--- src/include/rcd_pkg.sv ---
// Package of constants and types for the remote control input decoder.
package rcd_pkg;

  // ************************************************************
  // Timing
  // ************************************************************
  localparam int unsigned CLK_HZ = 100_000_000;
  // Least hold time of a momentary remote command, in milliseconds.
  localparam int unsigned QUAL_MIN_MS = 50;
  localparam int unsigned QUAL_CYCLES = (CLK_HZ / 1000) * QUAL_MIN_MS;
  // Interval between two power steps while ramping, in microseconds.
  localparam int unsigned RAMP_STEP_US = 100;
  localparam int unsigned RAMP_CYCLES = (CLK_HZ / 1_000_000) * RAMP_STEP_US;

  // ************************************************************
  // Remote input positions in the qualified input vector
  // ************************************************************
  localparam int unsigned N_IN = 13;
  localparam int unsigned IN_OFF = 6;
  localparam int unsigned IN_RAISE = 7;
  localparam int unsigned IN_LOWER = 8;
  localparam int unsigned IN_PRIMARY = 9;
  localparam int unsigned IN_BACKUP = 10;
  localparam int unsigned IN_MUTE = 11;
  localparam int unsigned IN_FAULT = 12;

  // ************************************************************
  // Register map, byte addresses and reset values
  // ************************************************************
  localparam logic [7:0] ADDR_CTRL = 8'h00;
  localparam logic [7:0] ADDR_PRESET1 = 8'h04;
  localparam logic [7:0] ADDR_PRESET6 = 8'h18;
  localparam logic [7:0] ADDR_STATUS = 8'h1C;
  localparam logic [7:0] ADDR_LEVEL = 8'h20;
  localparam logic CTRL_RESET = 1'h0;
  localparam logic [15:0] PRESET_RESET = 16'h0000;
  localparam logic [15:0] LEVEL_MAX = 16'hFFFF;
  // Status register field positions.
  localparam int unsigned ST_RF_ON = 16;
  localparam int unsigned ST_MUTE = 17;
  localparam int unsigned ST_BACKUP = 18;
  localparam int unsigned ST_SEL = 20;
  localparam int unsigned ST_FSM = 24;

  // ************************************************************
  // Power control states
  // ************************************************************
  typedef enum logic [3:0] {
    RCD_IDLE = 4'h1,
    RCD_RAMP = 4'h2,
    RCD_RAISE = 4'h4,
    RCD_LOWER = 4'h8
  } rcd_fsm_t;

endpackage : rcd_pkg

--- src/design/rcd_qualifier.sv ---
// Synchroniser and minimum-hold qualifier for one remote contact input.
`timescale 1ns/10ps
module rcd_qualifier #(
  parameter int unsigned MIN_CYCLES = rcd_pkg::QUAL_CYCLES
) (
  input wire logic clk_i,
  input wire logic srst_i,
  input wire logic raw_i,
  input wire logic polarity_i,
  output logic level_o
);

  typedef struct packed {
    logic sync1;
    logic sync2;
    logic [31:0] cnt;
    logic level;
  } rcd_qual_state_t;

  rcd_qual_state_t s;
  rcd_qual_state_t next_s;

  // Polarity turns the pin into an active-high request, then the level
  // must stand unbroken for MIN_CYCLES before it counts. A single drop
  // restarts the count, so contact bounce never qualifies.
  always_comb begin
    next_s = s;
    next_s.sync1 = polarity_i ? raw_i : ~raw_i;
    next_s.sync2 = s.sync1;
    if (!s.sync2) begin
      next_s.cnt = 32'h0;
      next_s.level = 1'b0;
    end else if (s.cnt == MIN_CYCLES - 1) begin
      next_s.level = 1'b1;
    end else begin
      next_s.cnt = s.cnt + 32'h1;
    end
  end

  // State register.
  always_ff @(posedge clk_i) begin
    if (srst_i) begin
      s <= '0;
    end else begin
      s <= next_s;
    end
  end

  assign level_o = s.level;
endmodule : rcd_qualifier

--- src/design/rcd_top.sv ---
// Remote control discrete input decoder with its AHB-Lite register slave.
`timescale 1ns/10ps
module rcd_top #(
  parameter int unsigned QUAL_CYCLES = rcd_pkg::QUAL_CYCLES,
  parameter int unsigned RAMP_CYCLES = rcd_pkg::RAMP_CYCLES
) (
  input wire logic clk_i,
  input wire logic srst_i,
  input wire logic hsel_i,
  input wire logic [31:0] haddr_i,
  input wire logic [1:0] htrans_i,
  input wire logic hwrite_i,
  input wire logic [2:0] hsize_i,
  input wire logic hready_i,
  input wire logic [31:0] hwdata_i,
  output logic [31:0] hrdata_o,
  output logic hreadyout_o,
  output logic hresp_o,
  input wire logic polarity_strap_i,
  input wire logic preset_one_select_i,
  input wire logic preset_two_select_i,
  input wire logic preset_three_select_i,
  input wire logic preset_four_select_i,
  input wire logic preset_five_select_i,
  input wire logic preset_six_select_i,
  input wire logic off_request_i,
  input wire logic power_up_request_i,
  input wire logic power_down_request_i,
  input wire logic primary_source_select_i,
  input wire logic backup_source_select_i,
  input wire logic mute_request_i,
  input wire logic fault_reset_request_i,
  input wire logic exciter_analog_only_in_i,
  input wire logic exciter_digital_on_in_i,
  input wire logic exciter_digital_off_in_i,
  input wire logic exciter_halt_in_i,
  output logic rf_on_o,
  output logic [15:0] power_level_o,
  output logic mute_o,
  output logic audio_backup_o,
  output logic fault_clear_o,
  output logic at_preset_three_out_o,
  output logic at_preset_four_out_o,
  output logic at_preset_five_out_o,
  output logic at_preset_six_out_o
);

  // ************************************************************
  // State
  // ************************************************************
  typedef struct packed {
    logic remote_en;
    logic [5:0][15:0] preset;
    logic [15:0] level;
    logic [15:0] target;
    logic [2:0] sel;
    logic rf_on;
    logic mute;
    logic backup;
    logic fault_clr;
    rcd_pkg::rcd_fsm_t fsm;
    logic [rcd_pkg::N_IN-1:0] q_prev;
    logic [31:0] tick_cnt;
    logic tick;
    logic [3:0] at_preset;
    logic wr_pend;
    logic [7:0] wr_addr;
    logic [31:0] rdata;
  } rcd_top_state_t;

  rcd_top_state_t s;
  rcd_top_state_t next_s;
  logic [rcd_pkg::N_IN-1:0] raw;
  logic [rcd_pkg::N_IN-1:0] q;
  logic [rcd_pkg::N_IN-1:0] cmd;
  logic addr_take;

  // ************************************************************
  // Input qualification
  // ************************************************************
  // The exciter option pins are deliberately left out of this vector.
  assign raw = {fault_reset_request_i, mute_request_i,
                backup_source_select_i, primary_source_select_i,
                power_down_request_i, power_up_request_i, off_request_i,
                preset_six_select_i, preset_five_select_i,
                preset_four_select_i, preset_three_select_i,
                preset_two_select_i, preset_one_select_i};

  // One qualifier per remote input; all share the polarity strap.
  for (genvar gi = 0; gi < rcd_pkg::N_IN; gi++) begin : g_qual
    rcd_qualifier #(
      .MIN_CYCLES(QUAL_CYCLES)
    ) u_qual (
      .clk_i(clk_i),
      .srst_i(srst_i),
      .raw_i(raw[gi]),
      .polarity_i(polarity_strap_i),
      .level_o(q[gi])
    );
  end

  // Commands fire on the qualified rising edge only, and only with remote
  // control enabled; holding a pin never repeats the action.
  assign cmd = q & ~s.q_prev & {rcd_pkg::N_IN{s.remote_en}};

  // ************************************************************
  // Register read decode
  // ************************************************************
  function automatic logic [31:0] read_reg(input rcd_top_state_t st,
                                           input logic [7:0] a);
    logic [31:0] d;
    d = 32'h0;
    if (a == rcd_pkg::ADDR_CTRL) begin
      d[0] = st.remote_en;
    end else if (a >= rcd_pkg::ADDR_PRESET1 &&
                 a <= rcd_pkg::ADDR_PRESET6) begin
      d[15:0] = st.preset[3'((a - rcd_pkg::ADDR_PRESET1) >> 2)];
    end else if (a == rcd_pkg::ADDR_STATUS) begin
      d[rcd_pkg::N_IN-1:0] = st.q_prev;
      d[rcd_pkg::ST_RF_ON] = st.rf_on;
      d[rcd_pkg::ST_MUTE] = st.mute;
      d[rcd_pkg::ST_BACKUP] = st.backup;
      d[rcd_pkg::ST_SEL +: 3] = st.sel;
      d[rcd_pkg::ST_FSM +: 4] = st.fsm;
    end else if (a == rcd_pkg::ADDR_LEVEL) begin
      d[15:0] = st.level;
    end
    return d;
  endfunction : read_reg

  assign addr_take = hsel_i && htrans_i[1] && hready_i;

  // ************************************************************
  // Next state
  // ************************************************************
  // Bus, step divider, command decode and power control in one pass.
  always_comb begin
    next_s = s;
    next_s.tick = 1'b0;
    next_s.fault_clr = 1'b0;
    next_s.q_prev = q;
    next_s.wr_pend = 1'b0;

    // Step divider: one enable pulse every RAMP_CYCLES clocks.
    if (s.tick_cnt == RAMP_CYCLES - 1) begin
      next_s.tick_cnt = 32'h0;
      next_s.tick = 1'b1;
    end else begin
      next_s.tick_cnt = s.tick_cnt + 32'h1;
    end

    // Write data phase: the address was latched one edge earlier.
    if (s.wr_pend) begin
      if (s.wr_addr == rcd_pkg::ADDR_CTRL) begin
        next_s.remote_en = hwdata_i[0];
      end else if (s.wr_addr >= rcd_pkg::ADDR_PRESET1 &&
                   s.wr_addr <= rcd_pkg::ADDR_PRESET6) begin
        next_s.preset[3'((s.wr_addr - rcd_pkg::ADDR_PRESET1) >> 2)] =
          hwdata_i[15:0];
      end
    end

    // Address phase. Read data are sampled here so the data phase
    // needs no wait state; unmapped words read as zero.
    if (addr_take) begin
      if (hwrite_i && hsize_i == 3'h2) begin
        next_s.wr_pend = 1'b1;
        next_s.wr_addr = haddr_i[7:0] & 8'hFC;
      end else if (!hwrite_i) begin
        next_s.rdata = read_reg(s, haddr_i[7:0] & 8'hFC);
      end
    end

    // Mute follows the qualified level with no enable gating.
    next_s.mute = q[rcd_pkg::IN_MUTE];

    // Audio source select.
    if (cmd[rcd_pkg::IN_PRIMARY]) begin
      next_s.backup = 1'b0;
    end
    if (cmd[rcd_pkg::IN_BACKUP]) begin
      next_s.backup = 1'b1;
    end

    // Fault reset is a one-cycle pulse to the fault latches.
    if (cmd[rcd_pkg::IN_FAULT]) begin
      next_s.fault_clr = 1'b1;
    end

    // Power state machine, stepping one unit per divider pulse.
    case (s.fsm)
      rcd_pkg::RCD_IDLE: begin
        next_s.fsm = rcd_pkg::RCD_IDLE;
      end
      rcd_pkg::RCD_RAMP: begin
        if (s.level == s.target) begin
          next_s.fsm = rcd_pkg::RCD_IDLE;
        end else if (s.tick) begin
          next_s.level = (s.level < s.target) ? s.level + 16'h1
                                              : s.level - 16'h1;
        end
      end
      rcd_pkg::RCD_RAISE: begin
        if (!q[rcd_pkg::IN_RAISE] || !s.remote_en) begin
          next_s.fsm = rcd_pkg::RCD_IDLE;
        end else if (s.tick && s.level != rcd_pkg::LEVEL_MAX) begin
          next_s.level = s.level + 16'h1;
        end
      end
      rcd_pkg::RCD_LOWER: begin
        if (!q[rcd_pkg::IN_LOWER] || !s.remote_en) begin
          next_s.fsm = rcd_pkg::RCD_IDLE;
        end else if (s.tick && s.level != 16'h0) begin
          next_s.level = s.level - 16'h1;
        end
      end
      default: begin
        next_s.fsm = rcd_pkg::RCD_IDLE;
      end
    endcase

    // Raise and lower leave the stored preset, so no preset is reported.
    if (cmd[rcd_pkg::IN_RAISE]) begin
      next_s.fsm = rcd_pkg::RCD_RAISE;
      next_s.sel = 3'h0;
    end
    if (cmd[rcd_pkg::IN_LOWER]) begin
      next_s.fsm = rcd_pkg::RCD_LOWER;
      next_s.sel = 3'h0;
    end

    // A preset select turns the carrier on and ramps to the stored value.
    // The highest numbered of simultaneous selects wins.
    for (int i = 0; i < 6; i++) begin
      if (cmd[i]) begin
        next_s.target = s.preset[i];
        next_s.sel = 3'(i + 1);
        next_s.rf_on = 1'b1;
        next_s.fsm = rcd_pkg::RCD_RAMP;
      end
    end

    // Off outranks any preset select, raise or lower command taken in the same cycle.
    if (cmd[rcd_pkg::IN_OFF]) begin
      next_s.rf_on = 1'b0;
      next_s.sel = 3'h0;
      next_s.fsm = rcd_pkg::RCD_IDLE;
    end

    // Preset status: on, settled, selected and at the stored value.
    for (int k = 0; k < 4; k++) begin
      next_s.at_preset[k] = s.rf_on && s.fsm == rcd_pkg::RCD_IDLE &&
                            s.sel == 3'(k + 3) &&
                            s.level == s.preset[k + 2];
    end
  end

  // ************************************************************
  // State register
  // ************************************************************
  // Everything resets together; the strap is never sampled at reset
  // because it is read live by each qualifier.
  always_ff @(posedge clk_i) begin
    if (srst_i) begin
      s <= '0;
      s.remote_en <= rcd_pkg::CTRL_RESET;
      s.preset <= {6{rcd_pkg::PRESET_RESET}};
      s.fsm <= rcd_pkg::RCD_IDLE;
    end else begin
      s <= next_s;
    end
  end

  // ************************************************************
  // Outputs
  // ************************************************************
  // The slave never stretches a transfer and never signals an error.
  assign hreadyout_o = 1'b1;
  assign hresp_o = 1'b0;
  assign hrdata_o = s.rdata;
  assign rf_on_o = s.rf_on;
  assign power_level_o = s.level;
  assign mute_o = s.mute;
  assign audio_backup_o = s.backup;
  assign fault_clear_o = s.fault_clr;
  assign at_preset_three_out_o = s.at_preset[0];
  assign at_preset_four_out_o = s.at_preset[1];
  assign at_preset_five_out_o = s.at_preset[2];
  assign at_preset_six_out_o = s.at_preset[3];
endmodule : rcd_top

--- config.mk ---
export PLATFORM = sky130hd
export DESIGN_NAME = rcd_top
export DESIGN_NICKNAME = d
export VERILOG_FILES = /design/src/include/rcd_pkg.sv /design/src/design/rcd_qualifier.sv /design/src/design/rcd_top.sv
export SDC_FILE = /design/constraint.sdc
export NUM_CORES = 2
export LEC_CHECK = 0
export BUFFER_PORTS_ARGS = -buffer_cell sky130_fd_sc_hd__buf_2
export CORE_ASPECT_RATIO = 2
export CORE_MARGIN = 8
export CORE_UTILIZATION = 42
export CTS_BUF_LIST = sky130_fd_sc_hd__clkbuf_8
export DETAILED_ROUTE_END_ITERATION = 8
export GPL_ROUTABILITY_DRIVEN = 0
export PLACE_DENSITY = 0.63
export SYNTH_ARGS = -nofsm -noshare
export SYNTH_HDL_FRONTEND = slang
export SYNTH_SLANG_ARGS = --single-unit
--- constraint.sdc ---
create_clock -name clk_i -period 3.76 [get_ports clk_i]
set_clock_uncertainty 0.05 [all_clocks]
set_input_delay 0.94 -clock clk_i [delete_from_list [all_inputs] [get_ports clk_i]]
set_output_delay 0.94 -clock clk_i [all_outputs]
set_load 0.01 [all_outputs]
After elaboration in Yosys (flattened, before gate mapping)
Cells that the tools add are included.
W data, S select, Z words.
{"block": "totals", "reg_bits": 678, "out_inout_bits": 58}
{"block": "op_classes", "muxes": 65, "bitwise": 33, "n_lt_le_gt_ge": 8, "n_reduce_logical": 57, "addsub": 18, "n_eq_ne": 46}
{"cell": "$add A32 B1 Y32 const B", "count": 14}
{"cell": "$eq A32 B23 Y1 const B", "count": 13}
{"cell": "$mux W16", "count": 11}
{"cell": "$mux W20", "count": 6}
{"cell": "$bwmux W96", "count": 1}
{"cell": "$eq A16 B16 Y1", "count": 5}
{"cell": "$bmux W16 S3", "count": 1}
{"cell": "$demux W16 S3", "count": 1}
{"cell": "$pmux W16 S3", "count": 1}
{"cell": "$eq A32 B14 Y1 const B", "count": 1}
{"cell": "$mux W4", "count": 8}
{"cell": "$reduce_or A2 Y1", "count": 16}
{"cell": "$ne A10 B10 Y1 const B", "count": 3}
{"cell": "$not A1 Y1", "count": 30}
{"cell": "$and A13 B13 Y13", "count": 2}
{"cell": "$mux W3", "count": 8}
{"cell": "$mux W1", "count": 18}
{"cell": "$mux W18", "count": 1}
{"cell": "$logic_and A1 B1 Y1", "count": 17}
{"cell": "$add A16 B1 Y16 const B", "count": 1}
{"cell": "$ge A8 B3 Y1 const B", "count": 2}
{"cell": "$le A8 B5 Y1 const B", "count": 2}
{"cell": "$logic_not A8 Y1", "count": 2}
{"cell": "$lt A16 B16 Y1", "count": 1}
{"cell": "35 further kinds", "count": 62}

Depth between registers and ports, before layout
{"block": "depth", "depth_word": 12, "ltp_mapped": 13, "mapped_depth_nobuf": 8}

Hierarchy
Synthesis repeated with hierarchy kept, for this count alone.
{"block": "unflattened", "cells_unflattened": 3773, "hier_area_um2": 33255.6}
{"mod": "rcd_qualifier", "cells_per_inst": 185, "area_each_um2": 1630.3, "n_inst": 13}
{"mod": "rcd_top", "cells_per_inst": 1368, "area_each_um2": 12061.6, "n_inst": 1}

Worst setup path before layout
Ideal clock, no wire load.
{"block": "synth_path", "path_type": "in2reg", "start": "in haddr_i[2]", "end": "reg s (netlist bit hrdata_o[1])", "t_arrival_ps": 3450, "cell_stages": 11, "setup_slack_ps": 132, "required_time_ps": 3582, "path_buffers": 4, "cell_sequence": "clkbuf_1 > buf_2 > buf_2 > inv_1 > ha_1 > clkbuf_1 > mux4_2 > a22oi_1 > mux2i_1 > a22oi_1 > nor2_1"}
{"block": "synth_via", "elab_chain_len": 5, "word_cells_on_any_way": 13, "classes_between": "add/sub: 1; order compare: 2; eq/ne: 2; mux: 6; reduce/logical: 2"}
{"element": "start: declaration", "line": "rcd_top.sv:10", "text": "input wire logic [31:0] haddr_i,"}
{"element": "$sub A5 B3 Y5 or $eq A6 B4 Y1 (tied branches)", "line": "rcd_top.sv:117, rcd_top.sv:125"}
{"element": "$bmux W16 S3 or $mux W16 (tied branches)", "line": "rcd_top.sv:117, rcd_top.sv:125"}
{"element": "$mux W16 (implied by the code) or $mux W13 (tied branches)", "line": "rcd_top.sv:117, rcd_top.sv:118"}
{"element": "$mux W16", "line": "rcd_top.sv:115", "text": "end else if (a >= rcd_pkg::ADDR_PRESET1 &&"}
{"element": "$mux W18 (*)", "line": "rcd_top.sv:113", "text": "if (a == rcd_pkg::ADDR_CTRL) begin"}
{"element": "end signal: assignment", "line": "rcd_top.sv:270", "text": "s <= next_s;"}
{"element": "end: declaration", "line": "rcd_top.sv:71", "text": "rcd_top_state_t s;"}
Every way passes the cells marked *; elsewhere a longest branch is shown, timed or not. The select of a mux whose other input is x is not followed.
A chain may end at the register's enable or synchronous reset.

Worst setup path in the final report
{"block": "layout_path", "start": "reg s (netlist bit power_level_o[10])", "end": "reg s (netlist bit power_level_o[10])"}
{"block": "layout_via", "elab_chain_len": 5, "word_cells_on_any_way": 20, "classes_between": "add/sub: 2; order compare: 1; eq/ne: 5; mux: 8; reduce/logical: 4"}
{"element": "$sub A16 B1 Y16, or another cell as far along", "line": "rcd_top.sv:200, rcd_top.sv:214"}
{"element": "$mux W16", "line": "rcd_top.sv:199", "text": "next_s.level = (s.level < s.target) ? s.level + 16'h1"}
{"element": "$mux W16", "line": "rcd_top.sv:198", "text": "end else if (s.tick) begin"}
{"element": "$mux W16", "line": "rcd_top.sv:196", "text": "if (s.level == s.target) begin"}
{"element": "$pmux W16 S3", "line": "rcd_top.sv:191", "text": "case (s.fsm)"}
Several ways; a longest one is shown, not always the timed one. The select of a mux whose other input is x is not followed.

==> qor.yml <==
power_and_ir_drop:
  leakagePower_nw: 12.5
  powerDensity_nw_per_um2: 389
  ir_worst_vdd_uv: 217
cells_and_area:
  fin_util_pct: 46.9
  final_cell_area_um2: 35600
  drive_gt1_share_pct: 10.2
  area_delta_synth_final_pct: 10.8
  nets: 3870
  multi_input_area_um2: 17300
  regArea_um2: 13600
  fill_cells: 7496
yosys:
  avgSynthCellArea_um2: 8.71
  yosys.area_share.adder_pct: 1.56
  synth-edff-count: 0
  yosysUniqueCellTypes: 69
  synth_top_family_by_area: "simple AND/OR/NAND/NOR gates"
  synthSimpleGateAreaFrac_pct: 27.1
  ys_warn_count: 0
  synth_cells: 3688
  synth-main-ff-cell: "dfxtp_1"
  ys_ff_latch: 677
  synth_xor_area_share_pct: 12.7
  syn_area_um2: 32100
  synth-async-reset-ratio_pct: 0
  synth_compound_gate_area_share_pct: 6.03
  seq_area_frac_synth_pct: 42.2
  synth.area.mux_share_pct: 6.32
clock_network:
  cts_hold_buf: 0
  cts.htree.levels: 3
  cts_resized: 0
  worstSkewPairLatency_ns: 0.77
  cts_root_buf: "clkbuf_8"
  cts.sinks: 677
  clockBufferDepth: 3
  clk_pin_slew_ns: 0.07
  cts_tree: "done"
  cts_setup_buffers: 0
  cts_buffers: 98
hold_path:
  min_to: "g_qual[8].u_qual.next_s[33]"
  holdCritPathClass: "input pin to flip-flop"
  min_from: "power_down_request_i"
  min_path_cells: 3
sta:
  worst-slew-pin-transition_ns: 1.03
  post-route-period-util_pct: 81.6
  min_period_ns: 3.07
  setup_violations: 0
  fin_worst_hold_slack_ns: 0.361
  final.setup.tns_ns: 0
  finalMaxSlewViolations: 0
  rsz0062_at_grt: "false"
  fmax_mhz: 326
  relSlewSlack_pct: 30.7
  hold_viol: 0
  postLayoutSetupSlackWorst_ns: 0.692
global_route:
  antenna_found_initial: 5
  grt_pass1_wl_um: 133000
  grt-ovfl-total: 0
  grt_pass1_vias: 25665
  grt.total_usage_pct: 19.0
  grt_max_degree: 86
setup_path:
  cp_max_fo: 11
  crit_arrival_ns: 3.66
  worst-setup-path-type: "flip-flop to flip-flop"
  rr_endpoint: "power_level_o[10]"
  r2r_start: "power_level_o[10]"
  cp-end-kind: "flip-flop"
  crit_path_start_kind: "flip-flop"
  cp_data_required_time_ns: 4.35
  reg2reg_slack_ns: 0.69
  rr_worst_depth: 9
die:
  rows: 143
  coreArea_um2: 75900
  ioPinCount: 150
  die_w_um: 212
  die_height_um: 407
  start_util_pct: 42.3
  die_area_um2: 86100
flow_run:
  maxCapViolCount: 0
routing:
  postRouteAntennaNets: 0
  drt_iter0_drc: 1498
  dr_total_vias: 25937
  drt_first_pass_iters: 8
  routed_wl_um: 82300
  remaining_drc_errors: 0
  wire_per_inst_um: 17.0
  vias_per_cell: 5.37
outcome:
  status: "completed"
placement:
  placed_area_um2: 33500
  io_buffers: 94
  place_hpwl_um: 59000
  place_ws_ns: 0.612
worst max-delay path by stage:
stage | startpoint | endpoint | slack, ns | cells after the start
after CTS | power_level_o[0] | power_level_o[7] | 0.72 | 10
final | power_level_o[10] | power_level_o[10] | 0.69 | 9
after global placement | haddr_i[2] | hrdata_o[11] | 0.64 | 9
after floorplan | haddr_i[2] | hrdata_o[1] | 0.13 | 11
after detailed placement | haddr_i[2] | hrdata_o[11] | 0.61 | 9
after global routing | power_level_o[0] | power_level_o[10] | 0.51 | 9
final cells by class:
type | instances | share of cell area, %
Sequential cell | 677 | 38.1
Antenna cell | 2 | 0.0141
Clock inverter | 55 | 1.23
Tap cell | 1015 | 3.57
Multi-Input combinational cell | 2719 | 48.6
Clock buffer | 122 | 4.72
Timing Repair Buffer | 168 | 2.98
Inverter | 74 | 0.781
power breakdown:
| part | internal [mW] | switching [mW] | leakage, nW |
|---|---|---|---|
| logic | 0.0838 | 0.207 | 5.84 |
| clock network | 3.36 | 2.98 | 1.19 |
| registers | 7.20 | 0.0122 | 5.46 |
| total | 10.6 | 3.20 | 12.5 |
layer usage:
metal / GRT usage (%) / up-vias / part of all wire (%)
li1: - / 12835 / -
met1: 19.4 / 12281 / 38
met2: 34.8 / 594 / 51
met3: 4.55 / 227 / 5.7
met4: 10.6 / 0 / 5.2
met5: 0 / - / 0
synth_stat cells, drive strengths merged, types with 78 or more instances:
| cell | instances | area share, % |
|---|---|---|
| dfxtp | 677 | 42 |
| nor2 | 674 | 7.9 |
| xor2 | 255 | 7.0 |
| xnor2 | 209 | 5.7 |
| nand2 | 203 | 2.4 |
| nand3 | 160 | 2.5 |
| mux2i | 151 | 4.7 |
| clkbuf | 137 | 1.6 |
| nand4 | 117 | 2.3 |
| nor3 | 109 | 1.8 |
| buf | 87 | 1.7 |
| nor4 | 87 | 1.9 |
| and3 | 81 | 1.6 |
| a21oi | 78 | 1.2 |
state kept, by name, summed over array words and instances (netlist names), 13 cells and up:
| signal | count |
|---|---|
| g_qual.u_qual.s | 429 |
| s | 173 |
| hrdata_o | 26 |
| power_level_o | 16 |
| g_qual.u_qual.level_o | 13 |
| g_qual.u_qual.next_s | 13 |
critical path: stages, from the launching register on:
cell	delay [ns]
dfxtp_1	0.30
buf_4	0.18
ha_1	0.31
nand4_1	0.24
nor4_1	0.09
buf_4	0.16
o22ai_2	0.47
o21ai_2	0.28
o32ai_1	0.48
mux2_2	0.38
cell usage in the layout, fill, tap and decap left out, types with 99 or more instances in the layout:
cell,instances
nand2_1,203
nand3_1,160
xnor2_1,208
xor2_1,255
clkbuf_8,123
dfxtp_1,677
mux2i_1,151
nor2_1,670
inv_1,99
nand4_1,117
nor3_1,105
logic make-up (layout without fill, tap and decap cells):
family / after synthesis / in the layout
AO/OA/AOI/OAI: 294 / 294
buffers and inverters: 298 / 419
other: 2 / 10
multiplexers: 181 / 181
XOR/XNOR: 464 / 464
adder cells (fa/ha/maj): 40 / 40
AND/OR/NAND/NOR: 1732 / 1732
flip-flops: 677 / 677
metrics by stage:
stage,instances,total power [mW]
after floorplan,3694,7.55
after global placement,4653,7.66
after detailed placement,4653,7.66
after CTS,4830,14.1
after global routing,4831,14.4
final,4832,13.8
Power figures use the tool's default switching activity.
